`config.mk`:
```
export PLATFORM = sky130hd
export DESIGN_NAME = vdwss_host
export DESIGN_NICKNAME = d
export VERILOG_FILES = /design/src/vdwss_pkg.sv /design/src/vdwss_host.sv
export SDC_FILE = /design/constraint.sdc
export NUM_CORES = 1
export LEC_CHECK = 0
export BUFFER_PORTS_ARGS = -buffer_cell sky130_fd_sc_hd__buf_2
export CORE_MARGIN = 2
export CORE_UTILIZATION = 35
export DETAILED_ROUTE_END_ITERATION = 10
export SLEW_MARGIN = 25
export SYNTH_ARGS = -nofsm -noshare
export SYNTH_HDL_FRONTEND = slang
export SYNTH_SLANG_ARGS = --single-unit
```
`constraint.sdc`:
```
create_clock -name clk -period 2.75 [get_ports clk]
set_clock_uncertainty 0.05 [all_clocks]
set_input_delay 0.1375 -clock clk [delete_from_list [all_inputs] [get_ports clk]]
set_output_delay 0.1375 -clock clk [all_outputs]
set_load 0.005 [all_outputs]
```
`src/vdwss_pkg.sv`:
```
// Package: command codes, register offsets and pin timing for the VRAM host
package vdwss_pkg;
  // AXI4-Lite register byte offsets
  localparam logic [3:0] CMD_OFF    = 4'h0;
  localparam logic [3:0] ADDR_OFF   = 4'h4;
  localparam logic [3:0] DATA_OFF   = 4'h8;
  localparam logic [3:0] STATUS_OFF = 4'hc;
  // Command codes in CMD[3:0]; write to CMD starts a cycle
  localparam logic [3:0] OP_RESET_ALL    = 4'h0;
  localparam logic [3:0] OP_STOP_SET     = 4'h1;
  localparam logic [3:0] OP_REFRESH_ONLY = 4'h2;
  localparam logic [3:0] OP_WRITE        = 4'h3;
  localparam logic [3:0] OP_MASK_WRITE   = 4'h4;
  localparam logic [3:0] OP_BLOCK_WRITE  = 4'h5;
  localparam logic [3:0] OP_MBLOCK_WRITE = 4'h6;
  localparam logic [3:0] OP_LOAD_MASK    = 4'h7;
  localparam logic [3:0] OP_LOAD_COLOR   = 4'h8;
  localparam logic [3:0] OP_READ_XFER    = 4'h9;
  localparam logic [3:0] OP_SPLIT_XFER   = 4'ha;
  localparam int OP_LAST = 10;
  // Stop point codes on row address bits 7..4
  localparam logic [3:0] STOP_1X256 = 4'hf;
  localparam logic [3:0] STOP_2X128 = 4'h7;
  localparam logic [3:0] STOP_4X64  = 4'h3;
  localparam logic [3:0] STOP_8X32  = 4'h1;
  localparam logic [3:0] STOP_16X16 = 4'h0;
  localparam int STOP_LSB = 4;
  // Status bits
  localparam int ST_BUSY    = 0;
  localparam int ST_BADCODE = 1;
  localparam int ST_MASKLD  = 2;
  localparam int ST_HALF    = 3;
  // Each strobe phase lasts at least this long
  localparam int PHASE_NS = 50;
  localparam int CLK_NS   = 25;
  localparam int PHASE_CYC = (PHASE_NS + CLK_NS - 1) / CLK_NS;
  typedef enum logic [2:0] {
    VDWSS_IDLE = 3'b000,
    VDWSS_PRE  = 3'b001,
    VDWSS_RAS  = 3'b011,
    VDWSS_CAS  = 3'b010,
    VDWSS_HOLD = 3'b110,
    VDWSS_END  = 3'b111
  } vdwss_state_t;
endpackage
```
`src/vdwss_host.sv`:
```
// VRAM host: AXI4-Lite register slave that sequences strobe cycles
`timescale 1ns/10ps
// What this block and the device do
// Device wraps to other half tap address
// Stop set: strobe low, select high, CBR
// Stop point waits for a split transfer
// Stop point ignored by ordinary transfers
// Early split jumps at partition boundary
// Reset-all: CBR with select low
// Stop code on row bits 7..4
// Strobe picks mask, select picks block
// Qualifier high picks mask/colour load
// Loaded mask overrides data pins
// Unloaded mask comes from data pins
// Block write column mask per byte
// Block write ignores column bits 0..2
// CBR variant chosen at RAS fall
// Self refresh accepts any variant
// Reset-all clears mask and stop
// Half-select status tracks shifting half
// Never program an inhibited stop code
module vdwss_host #(
  parameter int PHASE = vdwss_pkg::PHASE_CYC
) (
  input  wire logic        clk,
  input  wire logic        rst_n,
  input  wire logic [3:0]  s_awaddr,
  input  wire logic        s_awvalid,
  output logic             s_awready,
  input  wire logic [31:0] s_wdata,
  input  wire logic [3:0]  s_wstrb,
  input  wire logic        s_wvalid,
  output logic             s_wready,
  output logic [1:0]       s_bresp,
  output logic             s_bvalid,
  input  wire logic        s_bready,
  input  wire logic [3:0]  s_araddr,
  input  wire logic        s_arvalid,
  output logic             s_arready,
  output logic [31:0]      s_rdata,
  output logic [1:0]       s_rresp,
  output logic             s_rvalid,
  input  wire logic        s_rready,
  output logic             rasN,
  output logic             casN,
  output logic             xferOeN,
  output logic             writeMaskStrobeN,
  output logic             functionSelectPin,
  output logic             regLoadQual,
  output logic [8:0]       addrOut,
  output logic [15:0]      dataMaskPinsOut,
  output logic             dataMaskPinsOeN,
  input  wire logic        halfSelectStatus
);
  if (PHASE < 1 || PHASE > 255) begin : g_bad_phase
    $error("PHASE out of range");
  end
  // ----------------------------------------------------------------
  // Register bus
  // ----------------------------------------------------------------
  logic [3:0]  awAddr_reg;
  logic        awHave_reg;
  logic [31:0] wData_reg;
  logic        wHave_reg;
  logic [17:0] addr_reg;
  logic [15:0] data_reg;
  logic [3:0]  op_reg;
  logic        start_reg;
  logic        badCode_reg;
  logic        maskLoaded_reg;
  vdwss_pkg::vdwss_state_t state_reg;
  function automatic logic stopCodeOk(input logic [3:0] c);
    return c == vdwss_pkg::STOP_1X256 || c == vdwss_pkg::STOP_2X128 ||
           c == vdwss_pkg::STOP_4X64 || c == vdwss_pkg::STOP_8X32 ||
           c == vdwss_pkg::STOP_16X16;
  endfunction
  assign s_awready = !awHave_reg && !s_bvalid;
  assign s_wready  = !wHave_reg && !s_bvalid;
  assign s_arready = !s_rvalid;
  assign s_bresp   = 2'h0;
  assign s_rresp   = 2'h0;
  wire busy = state_reg != vdwss_pkg::VDWSS_IDLE || start_reg;
  wire doWrite = awHave_reg && wHave_reg;
  always_ff @(posedge clk or negedge rst_n) begin
    if (!rst_n) begin
      awHave_reg <= 1'b0;
      awAddr_reg <= 4'h0;
      wHave_reg  <= 1'b0;
      wData_reg  <= 32'h0;
      s_bvalid   <= 1'b0;
    end else begin
      if (s_awvalid && s_awready) begin
        awHave_reg <= 1'b1;
        awAddr_reg <= s_awaddr;
      end
      if (s_wvalid && s_wready) begin
        wHave_reg <= 1'b1;
        wData_reg <= s_wdata;
      end
      if (doWrite) begin
        awHave_reg <= 1'b0;
        wHave_reg  <= 1'b0;
        s_bvalid   <= 1'b1;
      end else if (s_bvalid && s_bready) begin
        s_bvalid <= 1'b0;
      end
    end
  end
  // Writes while a cycle runs are dropped so pins never change mid-cycle
  always_ff @(posedge clk or negedge rst_n) begin
    if (!rst_n) begin
      addr_reg    <= 18'h0;
      data_reg    <= 16'h0;
      op_reg      <= 4'h0;
      start_reg   <= 1'b0;
      badCode_reg <= 1'b0;
    end else begin
      if (state_reg == vdwss_pkg::VDWSS_PRE) start_reg <= 1'b0;
      if (doWrite && !busy) begin
        case (awAddr_reg)
          vdwss_pkg::ADDR_OFF: addr_reg <= wData_reg[17:0];
          vdwss_pkg::DATA_OFF: data_reg <= wData_reg[15:0];
          vdwss_pkg::CMD_OFF: begin
            // Inhibited row codes (row sits in [17:9]) are never driven out
            if (wData_reg[3:0] == vdwss_pkg::OP_STOP_SET &&
                !stopCodeOk(addr_reg[9 + vdwss_pkg::STOP_LSB +: 4])) begin
              badCode_reg <= 1'b1;
            end else if (int'(wData_reg[3:0]) <= vdwss_pkg::OP_LAST) begin
              op_reg      <= wData_reg[3:0];
              start_reg   <= 1'b1;
              badCode_reg <= 1'b0;
            end
          end
          default: ;
        endcase
      end
    end
  end
  always_ff @(posedge clk or negedge rst_n) begin
    if (!rst_n) begin
      s_rvalid <= 1'b0;
      s_rdata  <= 32'h0;
    end else if (s_arvalid && s_arready) begin
      s_rvalid <= 1'b1;
      case (s_araddr)
        vdwss_pkg::ADDR_OFF:   s_rdata <= {14'h0, addr_reg};
        vdwss_pkg::DATA_OFF:   s_rdata <= {16'h0, data_reg};
        vdwss_pkg::CMD_OFF:    s_rdata <= {28'h0, op_reg};
        vdwss_pkg::STATUS_OFF: s_rdata <= {28'h0, halfSelectStatus,
                                           maskLoaded_reg, badCode_reg,
                                           busy};
        default:               s_rdata <= 32'h0;
      endcase
    end else if (s_rvalid && s_rready) begin
      s_rvalid <= 1'b0;
    end
  end
  // ----------------------------------------------------------------
  // Strobe sequencer
  // ----------------------------------------------------------------
  logic [7:0] cnt_reg;
  wire isCbr = op_reg <= vdwss_pkg::OP_REFRESH_ONLY;
  wire isXfer = op_reg >= vdwss_pkg::OP_READ_XFER;
  wire isLoad = op_reg == vdwss_pkg::OP_LOAD_MASK ||
                op_reg == vdwss_pkg::OP_LOAD_COLOR;
  wire isMasked = op_reg == vdwss_pkg::OP_MASK_WRITE ||
                  op_reg == vdwss_pkg::OP_MBLOCK_WRITE;
  wire isBlock = op_reg == vdwss_pkg::OP_BLOCK_WRITE ||
                 op_reg == vdwss_pkg::OP_MBLOCK_WRITE;
  wire phaseDone = cnt_reg == 8'(PHASE - 1);
  always_ff @(posedge clk or negedge rst_n) begin
    if (!rst_n) begin
      state_reg <= vdwss_pkg::VDWSS_IDLE;
      cnt_reg   <= 8'h0;
    end else begin
      cnt_reg <= phaseDone ? 8'h0 : cnt_reg + 8'h1;
      case (state_reg)
        vdwss_pkg::VDWSS_IDLE: begin
          cnt_reg <= 8'h0;
          if (start_reg) state_reg <= vdwss_pkg::VDWSS_PRE;
        end
        vdwss_pkg::VDWSS_PRE:  if (phaseDone) state_reg <= vdwss_pkg::VDWSS_RAS;
        vdwss_pkg::VDWSS_RAS:  if (phaseDone) state_reg <= vdwss_pkg::VDWSS_CAS;
        vdwss_pkg::VDWSS_CAS:  if (phaseDone) state_reg <= vdwss_pkg::VDWSS_HOLD;
        vdwss_pkg::VDWSS_HOLD: if (phaseDone) state_reg <= vdwss_pkg::VDWSS_END;
        vdwss_pkg::VDWSS_END:  if (phaseDone) state_reg <= vdwss_pkg::VDWSS_IDLE;
        default:               state_reg <= vdwss_pkg::VDWSS_IDLE;
      endcase
    end
  end
  // Pins change at phase entry; CBR drops CAS in PRE, others drop RAS first
  always_ff @(posedge clk or negedge rst_n) begin
    if (!rst_n) begin
      rasN              <= 1'b1;
      casN              <= 1'b1;
      xferOeN           <= 1'b1;
      writeMaskStrobeN  <= 1'b1;
      functionSelectPin <= 1'b0;
      regLoadQual       <= 1'b0;
      addrOut           <= 9'h0;
      dataMaskPinsOut   <= 16'h0;
      dataMaskPinsOeN   <= 1'b1;
    end else begin
      case (state_reg)
        vdwss_pkg::VDWSS_PRE: begin
          casN    <= !isCbr;
          xferOeN <= !isXfer;
          addrOut <= addr_reg[17:9];
          if (isCbr) begin
            functionSelectPin <= op_reg != vdwss_pkg::OP_RESET_ALL;
            writeMaskStrobeN  <= op_reg != vdwss_pkg::OP_STOP_SET;
          end else if (isXfer) begin
            functionSelectPin <= op_reg == vdwss_pkg::OP_SPLIT_XFER;
            writeMaskStrobeN  <= 1'b1;
          end else begin
            functionSelectPin <= 1'b0;
            writeMaskStrobeN  <= !isMasked;
          end
          regLoadQual     <= isLoad;
          // New mask on data pins at RAS fall; loaded mask makes it moot
          dataMaskPinsOut <= data_reg;
          dataMaskPinsOeN <= !isMasked;
        end
        vdwss_pkg::VDWSS_RAS: begin
          rasN <= 1'b0;
          if (phaseDone) begin
            if (!isCbr) begin
              // Block write: column bits 0..2 are don't care
              addrOut <= isBlock ? {addr_reg[8:3], 3'h0}
                                 : addr_reg[8:0];
              functionSelectPin <= isBlock ||
                                   op_reg == vdwss_pkg::OP_LOAD_COLOR;
              writeMaskStrobeN  <= isXfer;
              dataMaskPinsOut   <= data_reg;
              dataMaskPinsOeN   <= isXfer;
            end
          end
        end
        vdwss_pkg::VDWSS_CAS: if (!isCbr) casN <= 1'b0;
        vdwss_pkg::VDWSS_HOLD: begin
          rasN    <= 1'b1;
          xferOeN <= 1'b1;
        end
        vdwss_pkg::VDWSS_END: begin
          casN              <= 1'b1;
          writeMaskStrobeN  <= 1'b1;
          regLoadQual       <= 1'b0;
          dataMaskPinsOeN   <= 1'b1;
        end
        default: ;
      endcase
    end
  end
  // Host mirror of the device's mask mode; reset-all returns to new mask
  always_ff @(posedge clk or negedge rst_n) begin
    if (!rst_n) begin
      maskLoaded_reg <= 1'b0;
    end else if (state_reg == vdwss_pkg::VDWSS_RAS && phaseDone) begin
      if (op_reg == vdwss_pkg::OP_LOAD_MASK) maskLoaded_reg <= 1'b1;
      else if (op_reg == vdwss_pkg::OP_RESET_ALL)
        maskLoaded_reg <= 1'b0;
    end
  end
  // ----------------------------------------------------------------
  // Checks
  // ----------------------------------------------------------------
  a_cbr_cas_first: assert property (@(posedge clk) disable iff (!rst_n)
    $fell(rasN) |-> (isCbr == !casN))
    else $error("CAS order wrong at RAS fall");
  a_stop_set_pins: assert property (@(posedge clk) disable iff (!rst_n)
    ($fell(rasN) && op_reg == vdwss_pkg::OP_STOP_SET) |->
      (!writeMaskStrobeN && functionSelectPin &&
       stopCodeOk(addrOut[7:4])))
    else $error("Stop set pins wrong");
  a_reset_all_sel: assert property (@(posedge clk) disable iff (!rst_n)
    ($fell(rasN) && op_reg == vdwss_pkg::OP_RESET_ALL) |->
      !functionSelectPin)
    else $error("Reset-all select high");
  a_xfer_strobe: assert property (@(posedge clk) disable iff (!rst_n)
    ($fell(rasN) && isXfer) |-> (writeMaskStrobeN && !xferOeN &&
      functionSelectPin == (op_reg == vdwss_pkg::OP_SPLIT_XFER)))
    else $error("Transfer pins wrong");
  a_mask_pick: assert property (@(posedge clk) disable iff (!rst_n)
    ($fell(rasN) && !isCbr && !isXfer) |->
      (writeMaskStrobeN == !isMasked && regLoadQual == isLoad))
    else $error("Write kind pins wrong");
  a_block_column: assert property (@(posedge clk) disable iff (!rst_n)
    ($fell(casN) && isBlock) |->
      (addrOut[2:0] == 3'h0 && functionSelectPin))
    else $error("Block column wrong");
  a_new_mask_out: assert property (@(posedge clk) disable iff (!rst_n)
    ($fell(rasN) && isMasked) |->
      (!dataMaskPinsOeN && dataMaskPinsOut == data_reg))
    else $error("Mask not driven at RAS fall");
  a_cycle_length: assert property (@(posedge clk) disable iff (!rst_n)
    $fell(rasN) |-> ##[1:300] $rose(rasN))
    else $error("RAS low too long");
  a_reset_unload: assert property (@(posedge clk) disable iff (!rst_n)
    ($fell(rasN) && op_reg == vdwss_pkg::OP_RESET_ALL) |->
      ##[1:300] !maskLoaded_reg)
    else $error("Mask mode not cleared");
endmodule

```
* Word level (Yosys, flattened, before mapping)
Cells that the tools add are included.
** Storage, ports and cells
- Flip-flop bits (word level) :: 142
- Bits of input ports :: 52
- Output and inout port bits :: 73
- Word-level logic and storage cells :: 167
** Operators by class
- Add/sub/neg operators :: 1
- $lt $le $gt $ge :: 3
- Equal/unequal tests :: 31
- Multiplexer cells :: 50
- Bitwise operators :: 1
- Reductions and logical operators :: 57
** Operators with widths (count)
- case mux 18 bit (4 select lines) :: 1
- 2-to-1 mux 16 bit :: 2
- case mux 16 bit (2 select lines) :: 1
- equality test 4 x 3 -> 1 bit (second input constant) :: 7
- 2-to-1 mux 1 bit :: 26
- equality test 4 bit (second input constant) :: 6
- 2-to-1 mux 3 bit :: 7
- nonzero test 2 bit :: 10
- 2-to-1 mux 9 bit :: 2
- case mux 3 bit (6 select lines) :: 1
- case mux 9 bit (2 select lines) :: 1
- zero test 4 bit :: 4
- 2-to-1 mux 8 bit :: 2
- != test 2 bit (second input constant) :: 8
- logical AND 1 bit :: 11
- zero test 1 bit :: 9
- logical OR 1 bit :: 9
- case mux 1 bit (3 select lines) :: 3
- AND reduction 3 bit :: 3
- nonzero test 3 bit :: 3
- adder 8 x 1 -> 8 bit (second input constant) :: 1
- equality test 4 x 1 -> 1 bit (second input constant) :: 2
- equality test 8 x 1 -> 1 bit (second input constant) :: 1
- case mux 1 bit (2 select lines) :: 4
- other kinds (14) :: 19

* Depth between registers and ports, before layout
- Word-level depth :: 10
- Depth in mapped cells :: 8

* Worst setup path after synthesis
No wires, ideal clock.
- Kind :: register -> register
- Start point :: register state_reg[1]
- End point :: register op_reg[0]
- Arrival :: 1.814 ns
- Required time :: 2.575 ns
- Setup slack :: 0.761 ns
- Stages on the path, launching flop included :: 6
- Path buffers :: 1
- Period minus slack after synthesis :: 1.989 ns
- Path through :: dfrtp_1 -> or4_4 -> nor4_4 -> and4_1 -> buf_2 -> mux2_2
** On the way
- Longest elaborated chain between the ends :: 5
** Ends and longest elaborated chain
- from (decl) :: RTL line vdwss_host.sv:71 : vdwss_pkg::vdwss_state_t state_reg;
- from (signal assigned) :: RTL line vdwss_host.sv:173 : state_reg <= vdwss_pkg::VDWSS_IDLE;
- from (signal assigned) :: RTL line vdwss_host.sv:180 : if (start_reg) state_reg <= vdwss_pkg::VDWSS_PRE;
- from (signal assigned) :: RTL line vdwss_host.sv:182 : vdwss_pkg::VDWSS_PRE: if (phaseDone) state_reg <= vdwss_pkg::VDWSS_RAS;
- nonzero test 3 bit :: RTL line vdwss_host.sv:82 : wire busy = state_reg != vdwss_pkg::VDWSS_IDLE || start_reg;
- logical OR 1 bit :: RTL line vdwss_host.sv:82
- zero test 1 bit :: RTL line vdwss_host.sv:119 : if (doWrite && !busy) begin
- logical AND 1 bit :: RTL line vdwss_host.sv:119
- AND reduction 4 bit (no source line)
- to (signal assigned) :: RTL line vdwss_host.sv:129 : op_reg <= wData_reg[3:0];
- to (decl) :: RTL line vdwss_host.sv:67 : logic [3:0] op_reg;
No other way between the ends.
A chain may end at the register's enable or synchronous reset.

* Final worst setup path
- Start point :: register state_reg[1]
- End point :: register op_reg[3]
The elaborated chain is that of the path after synthesis.

==> metrics.yaml <==
status: "finished clean"
num_antenna_cells: 0
grt_pass1_vias: 3962
fin_cells: 815
synth_seq_cells: 128
dr.pass1.iters: 7
grt_max_degree: 55
gp_congestion: 0.845
worst_ep_arrival_time_ps: 2550
die_area_sq_um: 17700
max_cap_violations: 0
dp_cells: 757
portBuffers: 88
avgSynthCellArea_sq_um: 12.6
synth_area_sq_um: 5840
grt_util_all_layers_pct: 16.0
post-route-period-util_pct: 83.7
synth_edf_count: 0
die_h_microns: 133
worstMarginPinSlew_ps: 708
start_util_pct: 35.4
hp-class: "input port to flop"
cp-end-kind: "flop"
grt_pass1_wl_mm: 21.8
leakage_nw: 3.62
required_ps: 3000
post-place-ws_ps: 446
die_x_microns: 133
yosys_warnings: 0
cp-start-kind: "flop"
wl_mm: 13.5
fmaxAchievable_mhz: 435
setup_tns_ps: 0
crit_fanout: 15
wl_per_cell_microns: 16.5
synth.largest_area_cell: "dfrtp_1"
cts.clk_slew.worst_paths_ps: 50
p_per_area_nw_per_um2: 971
antenna_found_initial: 0
slew_viol_final: 0
dp_hpwl_mm: 9.47
finalSetupViolations: 0
ys_async_sr_fraction_pct: 100
slew_headroom_pct: 52.2
path_class: "flop to flop"
viasPerCell: 4.82
cts-root-buf: "clkbuf_16"
clk_latency_ps: 420
cts_inserted_buffers: 17
htreeDepth: 4
num-fill-cells: 1521
cts_tree: "done"
synth_area_leaders: "dfrtp_1 (53%), mux2_2 (13%), mux2_4 (5.1%)"
fin_area_sq_um: 7330
synth_top_area_share_pct: 52.7
core_area_sq_um: 16500
rsz0062_at_grt: "no"
clk_path_buf_depth: 2
io_pins: 125
min_period_ps: 2300
synthFlopType: "dfrtp_1"
ant_nets: 0
fin_util_pct: 44.5
postCtsSetupBuffers: 0
grt-ovfl-total: 0
hold_violations: 0
postPlaceCellArea_sq_um: 6460
cts.sinks: 128
ys_types: 60
initialDrtViolationCount: 173
rows: 47
remaining_drc_errors: 0
finish.net_count: 637
syn_inst: 464
area_growth_pct: 25.6
vias: 3925
worst_slack_ps: 449
drive_above_1_share_pct: 39.7
seq_area_frac_synth_pct: 55.0
vdd_drop_max_uv: 484
[area by class of cell]
class / instances / area, sq um / area share [%]
clock buffer: 21 / 460 / 6.28
timing repair buffer: 126 / 808 / 11.0
clock inverter: 10 / 136 / 1.86
sequential: 128 / 3210 / 43.8
inverter: 11 / 41.3 / 0.563
tap: 220 / 275 / 3.76
multi-input combinational: 299 / 2400 / 32.7
[synthesized netlist by cell type, drive strengths merged (3+ instances only)]
master  number
nor2        17
a31oi        3
a22oi       15
mux4         3
a21oi        7
nor4         3
a22o         7
nor4b        3
dfrtp      123
nor3         5
o21ai       27
nand2       46
nand3        7
mux2        87
dfstp        5
nor2b        5
and2         4
inv         11
xor2         5
buf         27
clkbuf      16
[power breakdown]
part / switching [mW] / leakage [nW] / internal, mW
clock network: 0.810 / 0.285 / 1.46
registers: 0.546 / 1.69 / 2.46
logic: 0.849 / 1.65 / 0.990
[cells by family (layout without fill, tap and decap cells)]
logic type / count (synthesis) / in the layout / synth area share, %
adders and majority gates: 2 / 2 / 0.429
AOI/OAI and AO/OA: 74 / 74 / 8.47
buffers and inverters: 54 / 168 / 5.25
other: 1 / 18 / 0.0642
xor gates and xnor gates: 7 / 7 / 1.05
DFF: 128 / 128 / 55.0
muxes: 92 / 92 / 19.6
and+or+nand+nor: 106 / 106 / 10.2
[stage by stage]
step                      hold WS, ps  power [mW]
after detailed placement          178        4.86
after floorplan                  -208        4.14
after global routing              126        7.53
final                             118        7.11
after global placement            178        4.76
after CTS                        92.5        7.18
[what timing repair did]
| action | 4_1_cts | 5_1_grt |
|---|---|---|
| hold buffers | 27 | 0 |
| hold endpoints to repair | 75 | 0 |
| resized for setup | 0 | 0 |
[cell usage in the layout, fill, tap and decap left out, types with 11 or more instances in the layout]
cell / instances
buf_2: 87
a22oi_1: 15
clkbuf_16: 17
conb_1: 18
nor2_1: 16
buf_4: 11
dfrtp_1: 123
inv_1: 11
o21ai_0: 27
mux2_2: 67
mux2_4: 20
nand2_1: 45
dlygate4sd3_1: 27
[final timing paths]
| kind | to | from | slack (ps) | cells after the start |
|---|---|---|---|---|
| setup / recovery | op_reg[3] | state_reg[1] | 450 | 4 |
| hold / removal | s_rdata[1] | s_araddr[0] | 120 | 3 |
| setup reg to reg | op_reg[3] | state_reg[1] | 450 | 4 |
| hold reg to reg | rasN | rasN | 410 | 2 |
| max in group asynchronous | writeMaskStrobeN | rst_n | 1610 | 3 |
| min in group asynchronous | s_rdata[10] | rst_n | 260 | 2 |
[worst max-delay path, cell delays in order, from the launching register on]
cell	delay, ps
dfrtp_1	530
or4_4	610
nor4_4	220
and4_1	400
mux2_2	370
[per-layer routing]
metal	GRT usage [%]	part of all wire [%]	wire length [microns]
met3	4.76	4.1	551
met2	25.8	49	6570
met1	20.9	46	6210
met4	4.96	1.0	134
met5	0	0	0
Note: power is estimated with default switching activity, not from simulation.
